[src/hw/cpo_pkg.sv]
// Package for the counter pulse output and sync block.
// Assumes a single 125 MHz clock domain and an APB master on the register port.
package cpo_pkg;

	// ----------------------------------------------------------------
	// Register map (byte addresses, one aligned word each)
	// ----------------------------------------------------------------
	localparam logic [7:0] CPO_ADDR_CTRL   = 8'h00;
	localparam logic [7:0] CPO_ADDR_PERIOD = 8'h04;
	localparam logic [7:0] CPO_ADDR_HIGH   = 8'h08;
	localparam logic [7:0] CPO_ADDR_NPULSE = 8'h0C;
	localparam logic [7:0] CPO_ADDR_STATUS = 8'h10;
	localparam logic [7:0] CPO_ADDR_COUNT  = 8'h14;
	localparam logic [7:0] CPO_ADDR_SYNC   = 8'h18;
	localparam logic [7:0] CPO_ADDR_CARDID = 8'h1C;

	// ----------------------------------------------------------------
	// Control fields
	// ----------------------------------------------------------------
	localparam int CPO_CTRL_START  = 0;
	localparam int CPO_CTRL_STOP   = 1;
	localparam int CPO_CTRL_MODE_L = 2;
	localparam int CPO_CTRL_CNTEN  = 4;
	localparam int CPO_CTRL_CNTCLR = 5;
	localparam int CPO_SYNC_MASTER = 8;

	// ----------------------------------------------------------------
	// Reset values
	// ----------------------------------------------------------------
	localparam logic [31:0] CPO_PERIOD_RST = 32'h0000_0002;
	localparam logic [31:0] CPO_HIGH_RST   = 32'h0000_0001;
	localparam logic [31:0] CPO_NPULSE_RST = 32'h0000_0001;

	typedef enum logic [1:0] {
		CPO_MODE_SINGLE,
		CPO_MODE_FINITE,
		CPO_MODE_CONT,
		CPO_MODE_RSVD
	} cpo_mode_t;

	typedef enum {CPO_IDLE, CPO_HIGH, CPO_LOW} cpo_state_t;

endpackage

[src/hw/cpo_counter_pulse_output_sync.sv]
// Counter pulse output, two-pulse up/down counter, board sync port and card id.
// Assumes all pins are synchronous to clk and the APB master follows APB rules.
// How it works
// - Single mode sends one pulse per start and then rests idle.
// - Pulse width is duty share of the period, both set as timebase counts.
// - Finite mode sends exactly the programmed number of pulses (one for a count of zero) and stops.
// - Continuous mode repeats pulses until software writes stop.
// - A rising edge on input A raises the count by one unless B rises in the same cycle.
// - A rising edge on input B lowers the count by one unless A rises in the same cycle, in any mode.
// - Up to four boards share the sync port, exactly one set as master.
// - Eight trigger lines each are driven or received per board role.
// - A card number from a switch is readable by software.
// - While counting is enabled, count rises on each rising edge of A and falls on each rising edge of B, unless both rise in the same cycle.
module cpo_counter_pulse_output_sync
	import cpo_pkg::*;
#(
	parameter int CNT_W = 32,
	parameter int ID_W  = 4
) (
	input  wire logic              clk,
	input  wire logic              nrst,
	input  wire logic              psel,
	input  wire logic              penable,
	input  wire logic              pwrite,
	input  wire logic [7:0]        paddr,
	input  wire logic [31:0]       pwdata,
	output logic      [31:0]       prdata,
	output logic                   pready,
	output logic                   pslverr,
	output logic                   counter_pulse_out,
	input  wire logic              count_input_a,
	input  wire logic              count_input_b,
	input  wire logic [7:0]        board_sync_port_in,
	output logic      [7:0]        board_sync_port_out,
	output logic      [7:0]        board_sync_port_oe,
	input  wire logic [ID_W-1:0]   card_id_switch
);

	// ----------------------------------------------------------------
	// Register state
	// ----------------------------------------------------------------
	logic [CNT_W-1:0] period_ff, nxt_period;
	logic [CNT_W-1:0] high_ff, nxt_high;
	logic [CNT_W-1:0] npulse_ff, nxt_npulse;
	logic [1:0]       mode_ff, nxt_mode;
	logic             cnten_ff, nxt_cnten;
	logic             master_ff, nxt_master;
	logic [7:0]       sync_drv_ff, nxt_sync_drv;
	logic [ID_W-1:0]  card_id_ff, nxt_card_id;
	logic [31:0]      prdata_ff, nxt_prdata;
	logic             slverr_ff, nxt_slverr;
	logic             rd_wait_ff, nxt_rd_wait;

	logic wr_en;
	logic rd_en;
	logic start_pulse;
	logic stop_pulse;
	logic clr_pulse;
	logic wr_unmapped;

	// Writes finish in one access cycle; a read waits one cycle so prdata comes from a flop.
	assign wr_en       = psel && penable && pwrite;
	assign rd_en       = psel && penable && !pwrite && !rd_wait_ff;
	assign wr_unmapped = !(paddr inside {CPO_ADDR_CTRL, CPO_ADDR_PERIOD, CPO_ADDR_HIGH,
		CPO_ADDR_NPULSE, CPO_ADDR_STATUS, CPO_ADDR_COUNT, CPO_ADDR_SYNC, CPO_ADDR_CARDID});
	assign start_pulse = wr_en && (paddr == CPO_ADDR_CTRL) && pwdata[CPO_CTRL_START];
	assign stop_pulse  = wr_en && (paddr == CPO_ADDR_CTRL) && pwdata[CPO_CTRL_STOP];
	assign clr_pulse   = wr_en && (paddr == CPO_ADDR_CTRL) && pwdata[CPO_CTRL_CNTCLR];
	assign pready      = !rd_en; // Low only in the first access cycle of a read.
	assign prdata      = prdata_ff;
	assign pslverr     = slverr_ff || (wr_en && wr_unmapped);

	// ----------------------------------------------------------------
	// Pulse generator state
	// ----------------------------------------------------------------
	cpo_state_t       st_ff, nxt_st;
	logic [CNT_W-1:0] tick_ff, nxt_tick;
	logic [CNT_W-1:0] left_ff, nxt_left;
	logic             out_ff, nxt_out;

	// ----------------------------------------------------------------
	// Up/down counter state
	// ----------------------------------------------------------------
	logic [CNT_W-1:0] count_ff, nxt_count;
	logic             a_d_ff, nxt_a_d;
	logic             b_d_ff, nxt_b_d;

	// Register writes, read data and the card number capture.
	always_comb begin
		nxt_period   = period_ff;
		nxt_high     = high_ff;
		nxt_npulse   = npulse_ff;
		nxt_mode     = mode_ff;
		nxt_cnten    = cnten_ff;
		nxt_master   = master_ff;
		nxt_sync_drv = sync_drv_ff;
		nxt_card_id  = card_id_switch;
		nxt_prdata   = prdata_ff;
		nxt_slverr   = 1'b0;
		nxt_rd_wait  = rd_en;
		if (wr_en) begin
			unique case (paddr)
				CPO_ADDR_CTRL: begin
					nxt_mode  = pwdata[CPO_CTRL_MODE_L +: 2];
					nxt_cnten = pwdata[CPO_CTRL_CNTEN];
				end
				CPO_ADDR_PERIOD: nxt_period = pwdata[CNT_W-1:0];
				CPO_ADDR_HIGH:   nxt_high   = pwdata[CNT_W-1:0];
				CPO_ADDR_NPULSE: nxt_npulse = pwdata[CNT_W-1:0];
				CPO_ADDR_SYNC: begin
					nxt_sync_drv = pwdata[7:0];
					nxt_master   = pwdata[CPO_SYNC_MASTER];
				end
				CPO_ADDR_STATUS, CPO_ADDR_COUNT, CPO_ADDR_CARDID: ;
				default: ; // Unmapped writes are refused through pslverr.
			endcase
		end
		if (rd_en) begin
			unique case (paddr)
				CPO_ADDR_CTRL:   nxt_prdata = {26'h0, 1'b0, cnten_ff, mode_ff, 2'h0};
				CPO_ADDR_PERIOD: nxt_prdata = 32'(period_ff);
				CPO_ADDR_HIGH:   nxt_prdata = 32'(high_ff);
				CPO_ADDR_NPULSE: nxt_prdata = 32'(npulse_ff);
				CPO_ADDR_STATUS: nxt_prdata = {30'h0, out_ff, (st_ff != CPO_IDLE)};
				CPO_ADDR_COUNT:  nxt_prdata = 32'(count_ff);
				CPO_ADDR_SYNC:   nxt_prdata = {15'h0, master_ff, board_sync_port_in,
					sync_drv_ff};
				CPO_ADDR_CARDID: nxt_prdata = 32'(card_id_ff);
				default: begin
					nxt_prdata = 32'h0000_0000;
					nxt_slverr = 1'b1;
				end
			endcase
		end
	end

	always_ff @(posedge clk or negedge nrst) begin
		if (!nrst) begin
			period_ff   <= CNT_W'(CPO_PERIOD_RST);
			high_ff     <= CNT_W'(CPO_HIGH_RST);
			npulse_ff   <= CNT_W'(CPO_NPULSE_RST);
			mode_ff     <= 2'h0;
			cnten_ff    <= 1'b0;
			master_ff   <= 1'b0;
			sync_drv_ff <= 8'h00;
			card_id_ff  <= '0;
			prdata_ff   <= 32'h0000_0000;
			slverr_ff   <= 1'b0;
			rd_wait_ff  <= 1'b0;
		end else begin
			period_ff   <= nxt_period;
			high_ff     <= nxt_high;
			npulse_ff   <= nxt_npulse;
			mode_ff     <= nxt_mode;
			cnten_ff    <= nxt_cnten;
			master_ff   <= nxt_master;
			sync_drv_ff <= nxt_sync_drv;
			card_id_ff  <= nxt_card_id;
			prdata_ff   <= nxt_prdata;
			slverr_ff   <= nxt_slverr;
			rd_wait_ff  <= nxt_rd_wait;
		end
	end

	// Pulse sequencer: high phase then low phase, repeated per mode.
	// A period or high count of zero is treated as one so the output never hangs.
	always_comb begin
		nxt_st   = st_ff;
		nxt_tick = tick_ff;
		nxt_left = left_ff;
		nxt_out  = out_ff;
		unique case (st_ff)
			CPO_IDLE: begin
				nxt_out = 1'b0;
				if (start_pulse && pwdata[CPO_CTRL_MODE_L +: 2] != CPO_MODE_RSVD) begin
					nxt_st   = CPO_HIGH;
					nxt_out  = 1'b1;
					nxt_tick = '0;
					nxt_left = (pwdata[CPO_CTRL_MODE_L +: 2] == CPO_MODE_FINITE) ?
						npulse_ff : CNT_W'(1);
				end
			end
			CPO_HIGH: begin
				nxt_tick = tick_ff + CNT_W'(1);
				if (tick_ff + CNT_W'(1) >= high_ff) begin
					nxt_st  = CPO_LOW;
					nxt_out = 1'b0;
				end
			end
			CPO_LOW: begin
				nxt_tick = tick_ff + CNT_W'(1);
				if (tick_ff + CNT_W'(1) >= period_ff) begin
					nxt_tick = '0;
					if (mode_ff == CPO_MODE_CONT) begin
						nxt_st  = CPO_HIGH;
						nxt_out = 1'b1;
					end else if (left_ff > CNT_W'(1)) begin
						nxt_left = left_ff - CNT_W'(1);
						nxt_st   = CPO_HIGH;
						nxt_out  = 1'b1;
					end else begin
						nxt_st = CPO_IDLE;
					end
				end
			end
		endcase
		if (stop_pulse) begin
			nxt_st  = CPO_IDLE;
			nxt_out = 1'b0;
		end
	end

	always_ff @(posedge clk or negedge nrst) begin
		if (!nrst) begin
			st_ff   <= CPO_IDLE;
			tick_ff <= '0;
			left_ff <= '0;
			out_ff  <= 1'b0;
		end else begin
			st_ff   <= nxt_st;
			tick_ff <= nxt_tick;
			left_ff <= nxt_left;
			out_ff  <= nxt_out;
		end
	end

	assign counter_pulse_out = out_ff;

	// Two-pulse counter: edge on A counts up, edge on B counts down.
	// Simultaneous edges cancel, which keeps the count honest.
	always_comb begin
		nxt_a_d   = count_input_a;
		nxt_b_d   = count_input_b;
		nxt_count = count_ff;
		if (cnten_ff) begin
			if (count_input_a && !a_d_ff && !(count_input_b && !b_d_ff))
				nxt_count = count_ff + CNT_W'(1);
			else if (count_input_b && !b_d_ff && !(count_input_a && !a_d_ff))
				nxt_count = count_ff - CNT_W'(1);
		end
		if (clr_pulse)
			nxt_count = '0;
	end

	always_ff @(posedge clk or negedge nrst) begin
		if (!nrst) begin
			count_ff <= '0;
			a_d_ff   <= 1'b0;
			b_d_ff   <= 1'b0;
		end else begin
			count_ff <= nxt_count;
			a_d_ff   <= nxt_a_d;
			b_d_ff   <= nxt_b_d;
		end
	end

	// Sync lines: the master drives the lines software selects; slaves only listen.
	assign board_sync_port_out = sync_drv_ff;
	assign board_sync_port_oe  = master_ff ? sync_drv_ff : 8'h00;

endmodule

[config.mk]
export PLATFORM = sky130hd
export DESIGN_NAME = cpo_counter_pulse_output_sync
export DESIGN_NICKNAME = d
export VERILOG_FILES = /design/src/hw/cpo_pkg.sv /design/src/hw/cpo_counter_pulse_output_sync.sv
export SDC_FILE = /design/constraint.sdc
export NUM_CORES = 1
export LEC_CHECK = 0
export BUFFER_PORTS_ARGS = -buffer_cell sky130_fd_sc_hd__buf_2
export CAP_MARGIN = 5
export CORE_MARGIN = 1.5
export CORE_UTILIZATION = 61
export CTS_BUF_LIST = sky130_fd_sc_hd__clkbuf_16
export CTS_CLUSTER_DIAMETER = 120
export DETAILED_ROUTE_END_ITERATION = 8
export GPL_TIMING_DRIVEN = 0
export PLACE_DENSITY_LB_ADDON = 0.2
export REMOVE_ABC_BUFFERS = 1
export SYNTH_ARGS = -nofsm -noshare
export SYNTH_HDL_FRONTEND = slang
export SYNTH_SLANG_ARGS = --single-unit
[constraint.sdc]
create_clock -name clk -period 6.4 [get_ports clk]
set_clock_uncertainty 0.15 [all_clocks]
set_input_delay 0.32 -clock clk [delete_from_list [all_inputs] [get_ports clk]]
set_output_delay 0.32 -clock clk [all_outputs]
set_load 0.02 [all_outputs]
# After elaboration in Yosys (flattened, before gate mapping)
# Index checks and enable logic that the tools add are counted.
# word_totals
elab_cells	116
out_inout_bits	51
regBits	277
in_bits	59
# op_classes
n_lt_le_gt_ge	3
add_sub_neg	4
n_reduce_logical	40
mux	31
eq_ne	20
# op_table
operator	n
$mux 32	15
$pmux 32 s8	1
$pmux 32 s3	2
$add 32x1->32 const B	2
$ge 32x32->1	2
$pmux 32 s2	1
$sub 32x1->32 const B	2
$eq 32x1->1 const B	1
$eq 32x2->1 const B	1
$eq 8x5->1 const B	4
$gt 32x1->1 const B	1
$logic_not 32->1	1
$reduce_bool 32->1	1
$eq 8x4->1 const B	2
$logic_and 1x1->1	14
$reduce_and 2->1	6
$mux 1	10
$ne 2x2->1 const B	5
$ne 3x3->1 const B	3
$eq 8x3->1 const B	1
$logic_not 1->1	8
$logic_not 8->1	1
$mux 8	1
$reduce_bool 8->1	1
other kinds (10)	12

# Logic depth before layout (Yosys ltp)
# Gate-level depths: netlist of run 1.
# depth
depth_word	8
depth_mapped	18
mapped_depth_nobuf	16

# Least setup slack after synthesis of run 1
# No wires, ideal clock.
# synth_path
path_type	register to register
start	register b_d_ff
end	register count_ff[31]
path_stages_with_launch	13
t_arrival_ps	3927
path_slack_ps	2243
required_ps	6171
setup_ps	79
synth_period_minus_slack_ps	4157
n_path_buf	1
cell_sequence	dfrtp_1 > nand2b_1 > nand3_1 > ha_1 > clkbuf_1 > a21oi_1 > nand2_1 > a31o_2 > a221o_1 > or4_1 > a311oi_1 > mux2i_1 > mux2i_1
# synth_between
elab_chain_len	7
elab_cells_between_ends	10
classes_between	mux: 3; reduce/logical: 7
# synth_rtl
item	line_no	source
start, declared	cpo_counter_pulse_output_sync.sv:86	logic b_d_ff, nxt_b_d;
start signal, assigned	cpo_counter_pulse_output_sync.sv:253	b_d_ff <= nxt_b_d;
$logic_not 1->1 (*)	cpo_counter_pulse_output_sync.sv:236, cpo_counter_pulse_output_sync.sv:238	
$logic_and 1x1->1 (*)	cpo_counter_pulse_output_sync.sv:236, cpo_counter_pulse_output_sync.sv:238	
$logic_not 1->1	cpo_counter_pulse_output_sync.sv:236	if (count_input_a && !a_d_ff && !(count_input_b && !b_d_ff))
$logic_and 1x1->1	cpo_counter_pulse_output_sync.sv:236	
$mux 32	cpo_counter_pulse_output_sync.sv:236	
$mux 32	cpo_counter_pulse_output_sync.sv:235	if (cnten_ff) begin
$mux 32	cpo_counter_pulse_output_sync.sv:241	if (clr_pulse)
end signal, assigned	cpo_counter_pulse_output_sync.sv:251	count_ff <= nxt_count;
end, declared	cpo_counter_pulse_output_sync.sv:84	logic [CNT_W-1:0] count_ff, nxt_count;
# Mark *: on every way between the ends. The rest lies on a longest branch, timed or not. The select of a mux whose other input is x is not followed.
# A chain may end at the register's enable or synchronous reset.

# Worst setup path in the final report of run 1
# layout_path
start	register tick_ff[2]
end	register tick_ff[26]
# layout_between
elab_chain_len	4
# layout_rtl
item	line_no	source
start, declared	cpo_counter_pulse_output_sync.sv:77	logic [CNT_W-1:0] tick_ff, nxt_tick;
start signal, assigned	cpo_counter_pulse_output_sync.sv:221	tick_ff <= nxt_tick;
$add 32x1->32 (*)	cpo_counter_pulse_output_sync.sv:184, cpo_counter_pulse_output_sync.sv:191, cpo_counter_pulse_output_sync.sv:192	
$ge 32x32->1	cpo_counter_pulse_output_sync.sv:192	if (tick_ff + CNT_W'(1) >= period_ff) begin
$mux 32	cpo_counter_pulse_output_sync.sv:192	
$pmux 32 s3 (*)	cpo_counter_pulse_output_sync.sv:172	unique case (st_ff)
# Mark *: on every way between the ends. The rest lies on a longest branch, timed or not.

==> impl_results.md, run 1 <==
* Logic pwr share at 34.3%
* Largest family of logic cells by synthesized area: compound AO/OA/AOI/OAI gates
* Final TNS setup at 0 ps
* Crit start category: flop
* PortBufs at roughly 110
* DRC Markers at 0
* Final Cell Area at roughly 18000 um^2
* Fmax at approximately 180 MHz
* Dpl hpwl at around 31000 um
* Antenna-violating nets left at 0
* Synth Area in Adders at 8.34%
* Worst setup EP type: flop
* Hold Crit Depth at 3
* Post-synth design cell area at around 15000 um^2
* Crit Path Category: reg2reg
* Synth Register Bits at roughly 250
* Synth area leader: dfrtp_1
* Seq/Total Area, Yosys at between 40% and 50%
* Die area at around 26000 um^2
* Pre-antenna DRT Iters at 5
* Minimum clock period after layout at ~5600 ps
* Cell count after synthesis at 1683
* Vias at around 14000
* Chip height at 161 um
* H-tree Lvls at 1
* Final core occ at 72.5%
* DRT iter0 DRCs at about 1300
* Cell Pwr Density at slightly above 300 nW/um^2
* Cell internal pwr at between 3000 and 4000 uW
* R2R Path Start: tick_ff[2]$_DFFE_PN0P_
* Worst Hold Launch: board_sync_port_in[6]
* EDFF count, synth at 0
* Max rail drop VDD at 0.000258 V
* Num rows at 57
* Worst Setup SP: tick_ff[2]$_DFFE_PN0P_
* Slew @ Worst Pin at about 1300 ps
* Slew HR at roughly 10%
* Leak at approximately 0.0086 uW
* CTS Sinks at 247
* Placed cell area at approximately 16000 um^2
* R2R Setup Slk at approximately 840 ps
* Average cell area after synthesis at 9.06 um^2
* Die Wd at 161 um
* Final wirelength at 44000 um
* Netlist cell types at 80
* GRT Util Overall at between 30% and 40%
* Post-Synth XOR/XNOR Area at approximately 2.5%
* Synth warnings at 0
* Clock power frac at 31.3%
* Post-CTS resize count at 0
* Clock-pin slew on the worst setup and hold paths at 70 ps
* Reg power frac at 34.4%
* Final #Nets at between 1500 and 2000
* Commonest cells post-synth: dfrtp_1, nand2_1, o21ai_0, nor2_1, a21oi_1
* RSZ-0062 raised after global routing: no
* TritonCTS clock tree: done
* CTS buffer count at 27
* Area growth from synthesis to layout at 16.0%
* Max-cap violations at 0
* Share of layout cells above drive strength 1 at between 10 and 15%
* WL/cell at a little over 20 um
* Worst skew pair latency at ~540 ps
* Global-route wire length before repair at 70400 um
* Hold Slack at between 10 and 15 ps
* Required time worst endpoint at between 6000 and 7000 ps
* GRT overflow at 0
* Main synth FF type: dfrtp_1
* Final Hold Viols at 0
* Synth async-reset ratio at 100%
* RePlAce Congestion at 0.910
* Initial antenna violation count at 1
* Initial Utilization at a little over three fifths
* Worst hold path class: in2reg
* Sw Share at between 30 and 40%
* Fin crit share at approximately 87%
* P_sw at about 2000 uW
* Max clock buf depth at 3
* Largest driver fanout on the critical path at 21
* Most frequent cell after synthesis: dfrtp_1
* Critical path data arrival time at about 6000 ps
* CORE AREA at 24400 um^2
* CTS root buf: clkbuf_16
* Via density at 6.38
* Ports at 110
* Vias in the first global route at roughly 13000
* Simple-Gate Fraction of Synth Area at between 10% and 20%
* R2R depth at 14
* Max-slew violations at 0
* Synth top area share at 40.1%
* Largest net degree at the start of global routing at a little over 100
* Ant diodes at 0
* Mux contribution to synthesized area at roughly 4.8%
* Setup violations, final at 0
* Top cells by area, synth: dfrtp_1, ha_1, nand2_1
* Fill count at around 1800
* Status: finished, final reports clean
* Compound-Gate Fraction of Synth Area at approximately a fifth
[logic make-up after synthesis]
| kind of cell | Yosys count |
|---|---|
| AO/OA/AOI/OAI | 484 |
| multiplexers | 68 |
| XOR/XNOR | 43 |
| buffers and inverters | 185 |
| adder cells (fa/ha/maj) | 101 |
| flip-flops | 247 |
| AND/OR/NAND/NOR | 555 |
[registers in the layout, indices dropped and copies added, names as in the netlist]
name                 flops
tick_ff                 32
slverr_ff                1
mode_ff                  2
high_ff                 32
master_ff                1
period_ff               32
board_sync_port_out      8
b_d_ff                   1
npulse_ff               32
count_ff                32
st_ff                    2
rd_wait_ff               1
prdata                  32
cnten_ff                 1
a_d_ff                   1
counter_pulse_out        1
left_ff                 32
card_id_ff               4
[power by group through the flow]
stage | sequential [uW] | combinational [uW] | clock [uW]
floorplan | 1890 | 1210 | 0
global route | 1900 | 2050 | 1770
CTS | 1870 | 1840 | 1720
global placement | 1890 | 1690 | 0
detailed placement | 1890 | 1800 | 0
finish | 1880 | 1870 | 1710
[layout make-up]
cell class | instances | area (um^2) | share of cell area [%]
Tap cell | 324 | 405 | 2.29
Clock buffer | 27 | 676 | 3.82
Sequential cell | 247 | 6180 | 35.0
Clock inverter | 20 | 275 | 1.56
Multi-Input combinational cell | 1251 | 8390 | 47.5
Timing Repair Buffer | 180 | 1390 | 7.84
Inverter | 97 | 364 | 2.06
[per-layer routing]
metal	GRT usage [%]	up-vias	wire, um
met5	0	-	11
met4	12.4	2	1630
met3	4.65	102	2660
met2	55.2	505	20600
met1	46.6	6703	19100
li1	-	6383	-
[worst paths after layout]
kind / endpoint
setup / recovery: tick_ff[26]$_DFFE_PN0P_
min in group asynchronous: count_ff[18]$_DFFE_PN0P_
setup reg to reg: tick_ff[26]$_DFFE_PN0P_
max in group asynchronous: left_ff[14]$_DFFE_PN0P_
hold reg to reg: left_ff[19]$_DFFE_PN0P_
hold / removal: prdata[14]$_DFFE_PN0P_
[worst max-delay path, stage by stage, from the launching register on]
cell	delay, ps
dfrtp_1	460
and4_1	260
nand2_1	90
or3_1	460
or2_2	370
nor2_1	270
nand3_1	170
xnor2_1	250
ha_1	290
a211oi_1	280
o21a_1	190
o21ai_0	250
o41ai_4	900
and2_1	810
a22o_1	260
[through the flow]
step,power (uW),cells,worst slack [ps]
final,5460,2146,838
after floorplan,3100,1595,356
after CTS,5430,2145,926
after global routing,5720,2146,457
after detailed placement,3690,2050,997
after global placement,3570,2028,-2730
[placed cells by master, fill, tap and decap left out, types with 11 or more instances in the layout]
cell type / synthesis / layout
and3_1: 21 / 21
mux2i_1: 22 / 22
nor2b_1: 11 / 11
mux2_2: 46 / 46
a221oi_1: 11 / 11
a31oi_1: 38 / 38
a21oi_1: 101 / 101
ha_1: 100 / 100
and2_1: 22 / 22
nand4_1: 31 / 31
a211oi_1: 20 / 20
a22o_1: 21 / 21
nand3_1: 51 / 50
buf_2: 4 / 108
inv_1: 97 / 98
a21o_1: 35 / 35
nor3_1: 39 / 36
o21ai_0: 117 / 116
clkbuf_16: 0 / 27
dfrtp_1: 244 / 244
nand2_1: 178 / 178
nor2_1: 114 / 110
or3_1: 25 / 25
xor2_1: 15 / 15
a22oi_1: 36 / 36
o211ai_1: 12 / 12
xnor2_1: 28 / 28
dlygate4sd3_1: 0 / 48
[what timing repair did]
| item | in CTS | in global routing |
|---|---|---|
| buffers inserted | 0 | 0 |
| hold buffers | 48 | 0 |
| hold endpoints to repair | 166 | 0 |
Power figures use the tool's default switching activity.
==> run 2, diff against run 1 <==
--- a/config.mk
+++ b/config.mk
@@ -13,7 +13,7 @@
 export CTS_CLUSTER_DIAMETER = 120
 export DETAILED_ROUTE_END_ITERATION = 8
 export GPL_TIMING_DRIVEN = 0
-export PLACE_DENSITY_LB_ADDON = 0.2
+export PLACE_DENSITY = 0.85
 export REMOVE_ABC_BUFFERS = 1
 export SYNTH_ARGS = -nofsm -noshare
 export SYNTH_HDL_FRONTEND = slang
==> run 2 against run 1 <==
  * Sequential power barely moved
  * First-iteration DRC count grew 23%
  * Setup slack lost 310 ps
  * Largest cell class unchanged
  * Fmax is 5.3% lower
  * Non-clock buffer count rose by 2
  * Die area did not move
  * Largest power group is now combinational logic
  * Cell count grew 0.33%
  * Register-to-register slack got worse by 310 ps
==> impl_results.md, run 2 (synthesized netlist as in run 1, its figures left out) <==
* Fin crit share at 91.8% (+4.9 points)
* Most frequent cells in the layout: dfrtp_1, nand2_1, o21ai_0
* Area growth from synthesis to layout at 15.5%
* Share of layout cells above drive strength 1 at 13.9% (-0.27 points)
* Cell Pwr Density at 303 nW/um^2 (-1.7%)
* Crit-path slowest cell: a31oi_4
* Commonest non-fill, non-tap cell in the layout: dfrtp_1
* DRC Markers at 0 (unchanged)
* Worst skew pair latency at 560 ps (+20 ps)
* Sw Share at 39.3% (+2.2 points)
* Worst setup margin at 525 ps (-313 ps)
* PortBufs at 109 (unchanged)
* Max clock buf depth at 3 (unchanged)
* CORE AREA at 24400 um^2 (unchanged)
* Reg power frac at 35.1% (+0.7 points)
* Slew @ Worst Pin at 1360 ps (+17.2 ps)
* Max rail drop VDD at 0.000236 V (-8.7%)
* CTS buffer count at 28 (+3.7%)
* Vias at 14221 (+3.8%)
* Worst slack, placed at 759 ps (-238 ps)
* GRT Util Overall at 36.4% (+2.4 points)
* Clock-pin slew on the worst setup and hold paths at 60 ps (about the same)
* H-tree Lvls at 1 (unchanged)
* Max-cap violations at 0 (unchanged)
* Minimum clock period after layout at 5880 ps (+313 ps)
* TritonCTS clock tree: done
* CTS Sinks at 247 (unchanged)
* Non-filler cells, final at 2153 (+0.33%)
* GRT overflow at 0 (unchanged)
* Setup bufs post-CTS at 0 (unchanged)
* P_sw at 2100 uW (+3.8%)
* Largest net degree at the start of global routing at 112 (+8.7%)
* Die Wd at 161 um (unchanged)
* Worst hold path class: in2reg
* Die area at 25900 um^2 (unchanged)
* RSZ-0062 raised after global routing: no
* Ant diodes at 0 (unchanged)
* Worst setup EP type: flop
* RePlAce Congestion at 0.939 (+3.1%)
* Antenna-violating nets left at 0 (unchanged)
* Final wirelength at 47000 um (+6.9%)
* CTS root buf: clkbuf_16
* Slowest Stage Delay on Critical Path at 1010 ps (+110 ps)
* Inst Count DP at 2052 (+0.098%)
* Pwr Total at 5340 uW (-2.1%)
* Dpl hpwl at 32400 um (+4.6%)
* Crit Path Category: reg2reg
* Required time worst endpoint at 6680 ps (-40 ps)
* Setup violations, final at 0 (unchanged)
* Pre-antenna DRT Iters at 8 (+3)
* Crit start category: flop
* Hold Slack at 28.4 ps (+17.6 ps)
* Logic pwr share at 36.5% (+2.2 points)
* Vias in the first global route at 13894 (+6.4%)
* Final #Nets at 1967 (+0.15%)
* WL/cell at 21.8 um (+6.5%)
* Chip height at 161 um (unchanged)
* Ports at 110 (unchanged)
* Max-slew violations at 0 (unchanged)
* DRT iter0 DRCs at 1581 (+23%)
* Fmax at 170 MHz (-5.3%)
* Global-route wire length before repair at 74600 um (+6.0%)
* Status: finished, final reports clean
* Critical path data arrival time at 6150 ps (+270 ps)
* Largest driver fanout on the critical path at 38 (+81%)
* Leak at 0.00854 uW (-0.23%)
* Final Hold Viols at 0 (unchanged)
* Clock power frac at 28.4% (-2.9 points)
* Initial antenna violation count at 0 (-1)
* Initial Utilization at 62.5% (unchanged)
* Via density at 6.61 (+3.5%)
* CP cell instances: ha_1 > inv_1 > nor3_1 > and3_1 > xor2_1 > ha_1 > nand4_1 > nor3_1 > nand4_1 > a31o_2 > a31oi_4 > nand2_2 > a221o_1
* Num rows at 57 (unchanged)
* Slew HR at 8.70% (-1.5 points)
* Cell internal pwr at 3240 uW (-5.6%)
==> run 2: changes by cell type in the layout (fill, tap and decap cells not counted) <==
cell / change
buf_4: +1
bufinv_16: -6
clkbuf_16: +2
clkinv_1: +7
buf_12: -1
nor2_4: +1
clkinv_2: -2
buf_6: +1
buf_16: +1
inv_1: +4
nor2_2: -1
==> run 2: stage by stage <==
step                setup TNS (ps)  util, %  instance area (um^2)
detailed placement               0     66.6                 16300
CTS                              0     72.1                 17600
floorplan                        0        -                 14900
global placement           -155570     64.8                 15800
global route                     0     72.2                 17600
finish                           0     72.2                 17600
==> run 2: area by class of cell <==
| type | count | area [um^2] |
|---|---|---|
| Clock buffer | 29 | 726 |
| Clock inverter | 23 | 126 |
| Fill cell | 1767 | 6780 |
| Inverter | 97 | 364 |
| Multi-Input combinational cell | 1251 | 8400 |
| Sequential cell | 247 | 6180 |
| Tap cell | 324 | 405 |
| Timing Repair Buffer | 182 | 1410 |
==> run 2: critical path: cells and delay by family (launching register included) <==
kind | cells | cell delay, ps
flip-flops | 1 | 490
adder cells (fa/ha/maj) | 2 | 560
AND/OR/NAND/NOR | 6 | 2320
buffers and inverters | 1 | 110
AO/OA/AOI/OAI | 3 | 1810
XOR/XNOR | 1 | 270
==> run 2: power by group through the flow <==
stage / Clock [uW] / Combinational (uW) / Sequential [uW]
floorplan: 0 / 1210 / 1890
global placement: 0 / 1750 / 1880
detailed placement: 0 / 1860 / 1890
CTS: 1520 / 1900 / 1860
global route: 1590 / 2100 / 1890
finish: 1520 / 1950 / 1870
==> run 2: worst paths after layout <==
check                                   startpoint                 endpoint  slack, ps  cells past startpoint
min reg2reg                tick_ff[22]$_DFFE_PN0P_  tick_ff[22]$_DFFE_PN0P_        370                      1
max in group asynchronous                     nrst     st_ff[0]$_DFFE_PN0P_       4920                      3
min in group asynchronous                     nrst   prdata[15]$_DFFE_PN0P_        170                      2
max                         tick_ff[0]$_DFFE_PN0P_  left_ff[22]$_DFFE_PN0P_        520                     13
min                          board_sync_port_in[7]   prdata[15]$_DFFE_PN0P_         30                      3
max reg2reg                 tick_ff[0]$_DFFE_PN0P_  left_ff[22]$_DFFE_PN0P_        520                     13
==> run 2: timing repair <==
item | 4_1_cts | 5_1_grt
hold buffers | 48 | 0
endpoints found under the setup margin | 0 | 0
hold endpoints to repair | 182 | 0
gates resized for setup | 0 | 0
==> run 2: metal layers <==
metal / wire length (um) / vias to the layer above / global-route usage [%]
met1: 18900 / 6938 / 48.4
met3: 4250 / 130 / 6.27
met2: 22100 / 745 / 59.2
li1: - / 6408 / -
met5: 0 / - / 0
met4: 1770 / 0 / 14.9
==> run 3, diff against run 2 <==
--- a/config.mk
+++ b/config.mk
@@ -5,6 +5,7 @@
 export SDC_FILE = /design/constraint.sdc
 export NUM_CORES = 1
 export LEC_CHECK = 0
+export ABC_CLOCK_PERIOD_IN_PS = 6400
 export BUFFER_PORTS_ARGS = -buffer_cell sky130_fd_sc_hd__buf_2
 export CAP_MARGIN = 5
 export CORE_MARGIN = 1.5
@@ -13,7 +14,7 @@
 export CTS_CLUSTER_DIAMETER = 120
 export DETAILED_ROUTE_END_ITERATION = 8
 export GPL_TIMING_DRIVEN = 0
-export PLACE_DENSITY = 0.85
+export PLACE_DENSITY = 0.91
 export REMOVE_ABC_BUFFERS = 1
 export SYNTH_ARGS = -nofsm -noshare
 export SYNTH_HDL_FRONTEND = slang
==> run 3 against run 2 <==
  * Largest power group unchanged
  * Fmax grew 2.2%
  * Via count grew 3.3%
  * Utilization shrank 0.17 points
  * Flip-flop and latch count is the same
  * Critical endpoint is now tick_ff[26]$_DFFE_PN0P_
  * Hold slack lost 5.9 ps
  * Total power grew 2.0%
  * Highest routed layer unchanged
  * Critical path type unchanged
  * Count of clock-buffer cells in the layout shrank 2
==> impl_results.md, run 3 (synthesized netlist as in run 1, its figures left out) <==
* Antenna-violating nets left at 0 (unchanged)
* Slew @ Worst Pin at 1370 ps (+5.36 ps)
* Critical path data arrival time at 6080 ps (-70 ps)
* Num rows at 57 (unchanged)
* Worst setup EP type: flop
* DRC Markers at 0 (unchanged)
* TritonCTS clock tree: done
* Worst setup margin at 653 ps (+129 ps)
* CORE AREA at 24400 um^2 (unchanged)
* Fmax at 174 MHz (+2.2%)
* Final Hold Viols at 0 (unchanged)
* Fin crit share at 89.8% (-2.0 points)
* Logic pwr share at 35.5% (-1.0 points)
* Minimum clock period after layout at 5750 ps (-129 ps)
* RePlAce Congestion at 0.957 (+2.0%)
* Status: finished, final reports clean
* Max clock buf depth at 3 (unchanged)
* Largest net degree at the start of global routing at 127 (+13%)
* Global-route wire length before repair at 77200 um (+3.4%)
* Cell internal pwr at 3320 uW (+2.5%)
* CTS Sinks at 247 (unchanged)
* Share of layout cells above drive strength 1 at 14.2% (+0.33 points)
* Pre-antenna DRT Iters at 6 (-2)
* Required time worst endpoint at 6740 ps (+60 ps)
* GRT Util Overall at 37.4% (+1.0 points)
* GRT overflow at 0 (unchanged)
* Most frequent cells in the layout: dfrtp_1, nand2_1, o21ai_0
* Sw Share at 39.0% (-0.30 points)
* Ports at 110 (unchanged)
* Vias in the first global route at 14618 (+5.2%)
* Clock power frac at 29.8% (+1.4 points)
* Max rail drop VDD at 0.000277 V (+18%)
* Clock-pin slew on the worst setup and hold paths at 60 ps (about the same)
* Initial Utilization at 62.5% (unchanged)
* Area growth from synthesis to layout at 15.3%
* Chip height at 161 um (unchanged)
* Worst slack, placed at 825 ps (+65.4 ps)
* Reg power frac at 34.7% (-0.4 points)
* Ant diodes at 0 (unchanged)
* PortBufs at 109 (unchanged)
* Cell Pwr Density at 310 nW/um^2 (+2.2%)
* Commonest non-fill, non-tap cell in the layout: dfrtp_1
* H-tree Lvls at 1 (unchanged)
* Setup violations, final at 0 (unchanged)
* Die Wd at 161 um (unchanged)
* Vias at 14685 (+3.3%)
* Initial antenna violation count at 0 (unchanged)
* CTS root buf: clkbuf_16
* Max-slew violations at 0 (unchanged)
* Hold Slack at 22.5 ps (-5.89 ps)
* Largest driver fanout on the critical path at 21 (-45%)
* WL/cell at 22.3 um (+2.3%)
* Crit start category: flop
* Worst skew pair latency at 550 ps (about the same)
* Final wirelength at 47900 um (+2.0%)
* DRT iter0 DRCs at 2008 (+27%)
* Via density at 6.84 (+3.6%)
* Dpl hpwl at 32100 um (-0.67%)
* RSZ-0062 raised after global routing: no
* CTS buffer count at 27 (-3.6%)
* P_sw at 2120 uW (+1.2%)
* Die area at 25900 um^2 (unchanged)
* Slew HR at 8.34% (-0.36 points)
* Leak at 0.00850 uW (-0.43%)
* Final #Nets at 1962 (-0.25%)
* Max-cap violations at 0 (unchanged)
* Crit Path Category: reg2reg
* Worst hold path class: in2async
==> run 3: power groups by stage <==
stage          clock, uW  sequential, uW  combinational [uW]
6_report            1620            1890                1930
2_1_floorplan          0            1890                1210
5_1_grt             1690            1900                2090
3_5_place_dp           0            1900                1830
4_1_cts             1620            1880                1870
3_3_place_gp           0            1890                1690
==> run 3: layout make-up <==
cell class	count	area [um^2]
clock inverters	22	229
fillers	1652	6820
inverters	97	364
flip-flops and latches	247	6180
well taps	324	405
clock buffers	27	676
repair buffers	178	1330
multi-input cells	1251	8390
==> run 3: layer usage <==
metal  wire length [um]  track usage (%)
met3               4910             6.57
met2              22300             60.3
met1              17400             46.6
met5                  0                0
met4               3330             24.2
==> run 3: worst max-delay path, cell delays in order, from the launching register on <==
cell     delay [ps]
dfrtp_1         470
and4_1          280
nand2_1         100
nor2_1          180
nand2_1         130
or2_2           360
nor2_1          130
xor2_1          410
ha_1            340
a21o_1          210
a21o_1          200
a21oi_1         130
o21ai_0         220
and2_1          300
o41ai_4         930
and2_1          860
a22o_1          280
==> run 3: through the flow <==
step / power [uW] / setup TNS, ps / cell area, um^2 / utilization [%] / instances
2_1_floorplan: 3100 / 0 / 14900 / - / 1595
3_3_place_gp: 3580 / -130290 / 15800 / 64.8 / 2028
6_report: 5450 / 0 / 17600 / 72.0 / 2146
3_5_place_dp: 3730 / 0 / 16200 / 66.4 / 2050
5_1_grt: 5680 / 0 / 17600 / 72.0 / 2146
4_1_cts: 5370 / 0 / 17600 / 72.0 / 2146
==> run 3: what timing repair did <==
item	CTS	global route
setup buffers	0	0
resized for setup	0	0
endpoints found under the hold margin	363	0
hold buffers	47	0
==> run 3: path summary, 6_finish.rpt <==
kind	from	end	slack (ps)	cells after the start
hold reg to reg	tick_ff[22]$_DFFE_PN0P_	tick_ff[22]$_DFFE_PN0P_	370	1
min in group clk	board_sync_port_in[6]	prdata[14]$_DFFE_PN0P_	40	3
hold / removal	nrst	count_ff[17]$_DFFE_PN0P_	20	2
setup reg to reg	tick_ff[2]$_DFFE_PN0P_	tick_ff[26]$_DFFE_PN0P_	650	16
setup / recovery	tick_ff[2]$_DFFE_PN0P_	tick_ff[26]$_DFFE_PN0P_	650	16
max in group asynchronous	nrst	period_ff[3]$_DFFE_PN0P_	5260	3
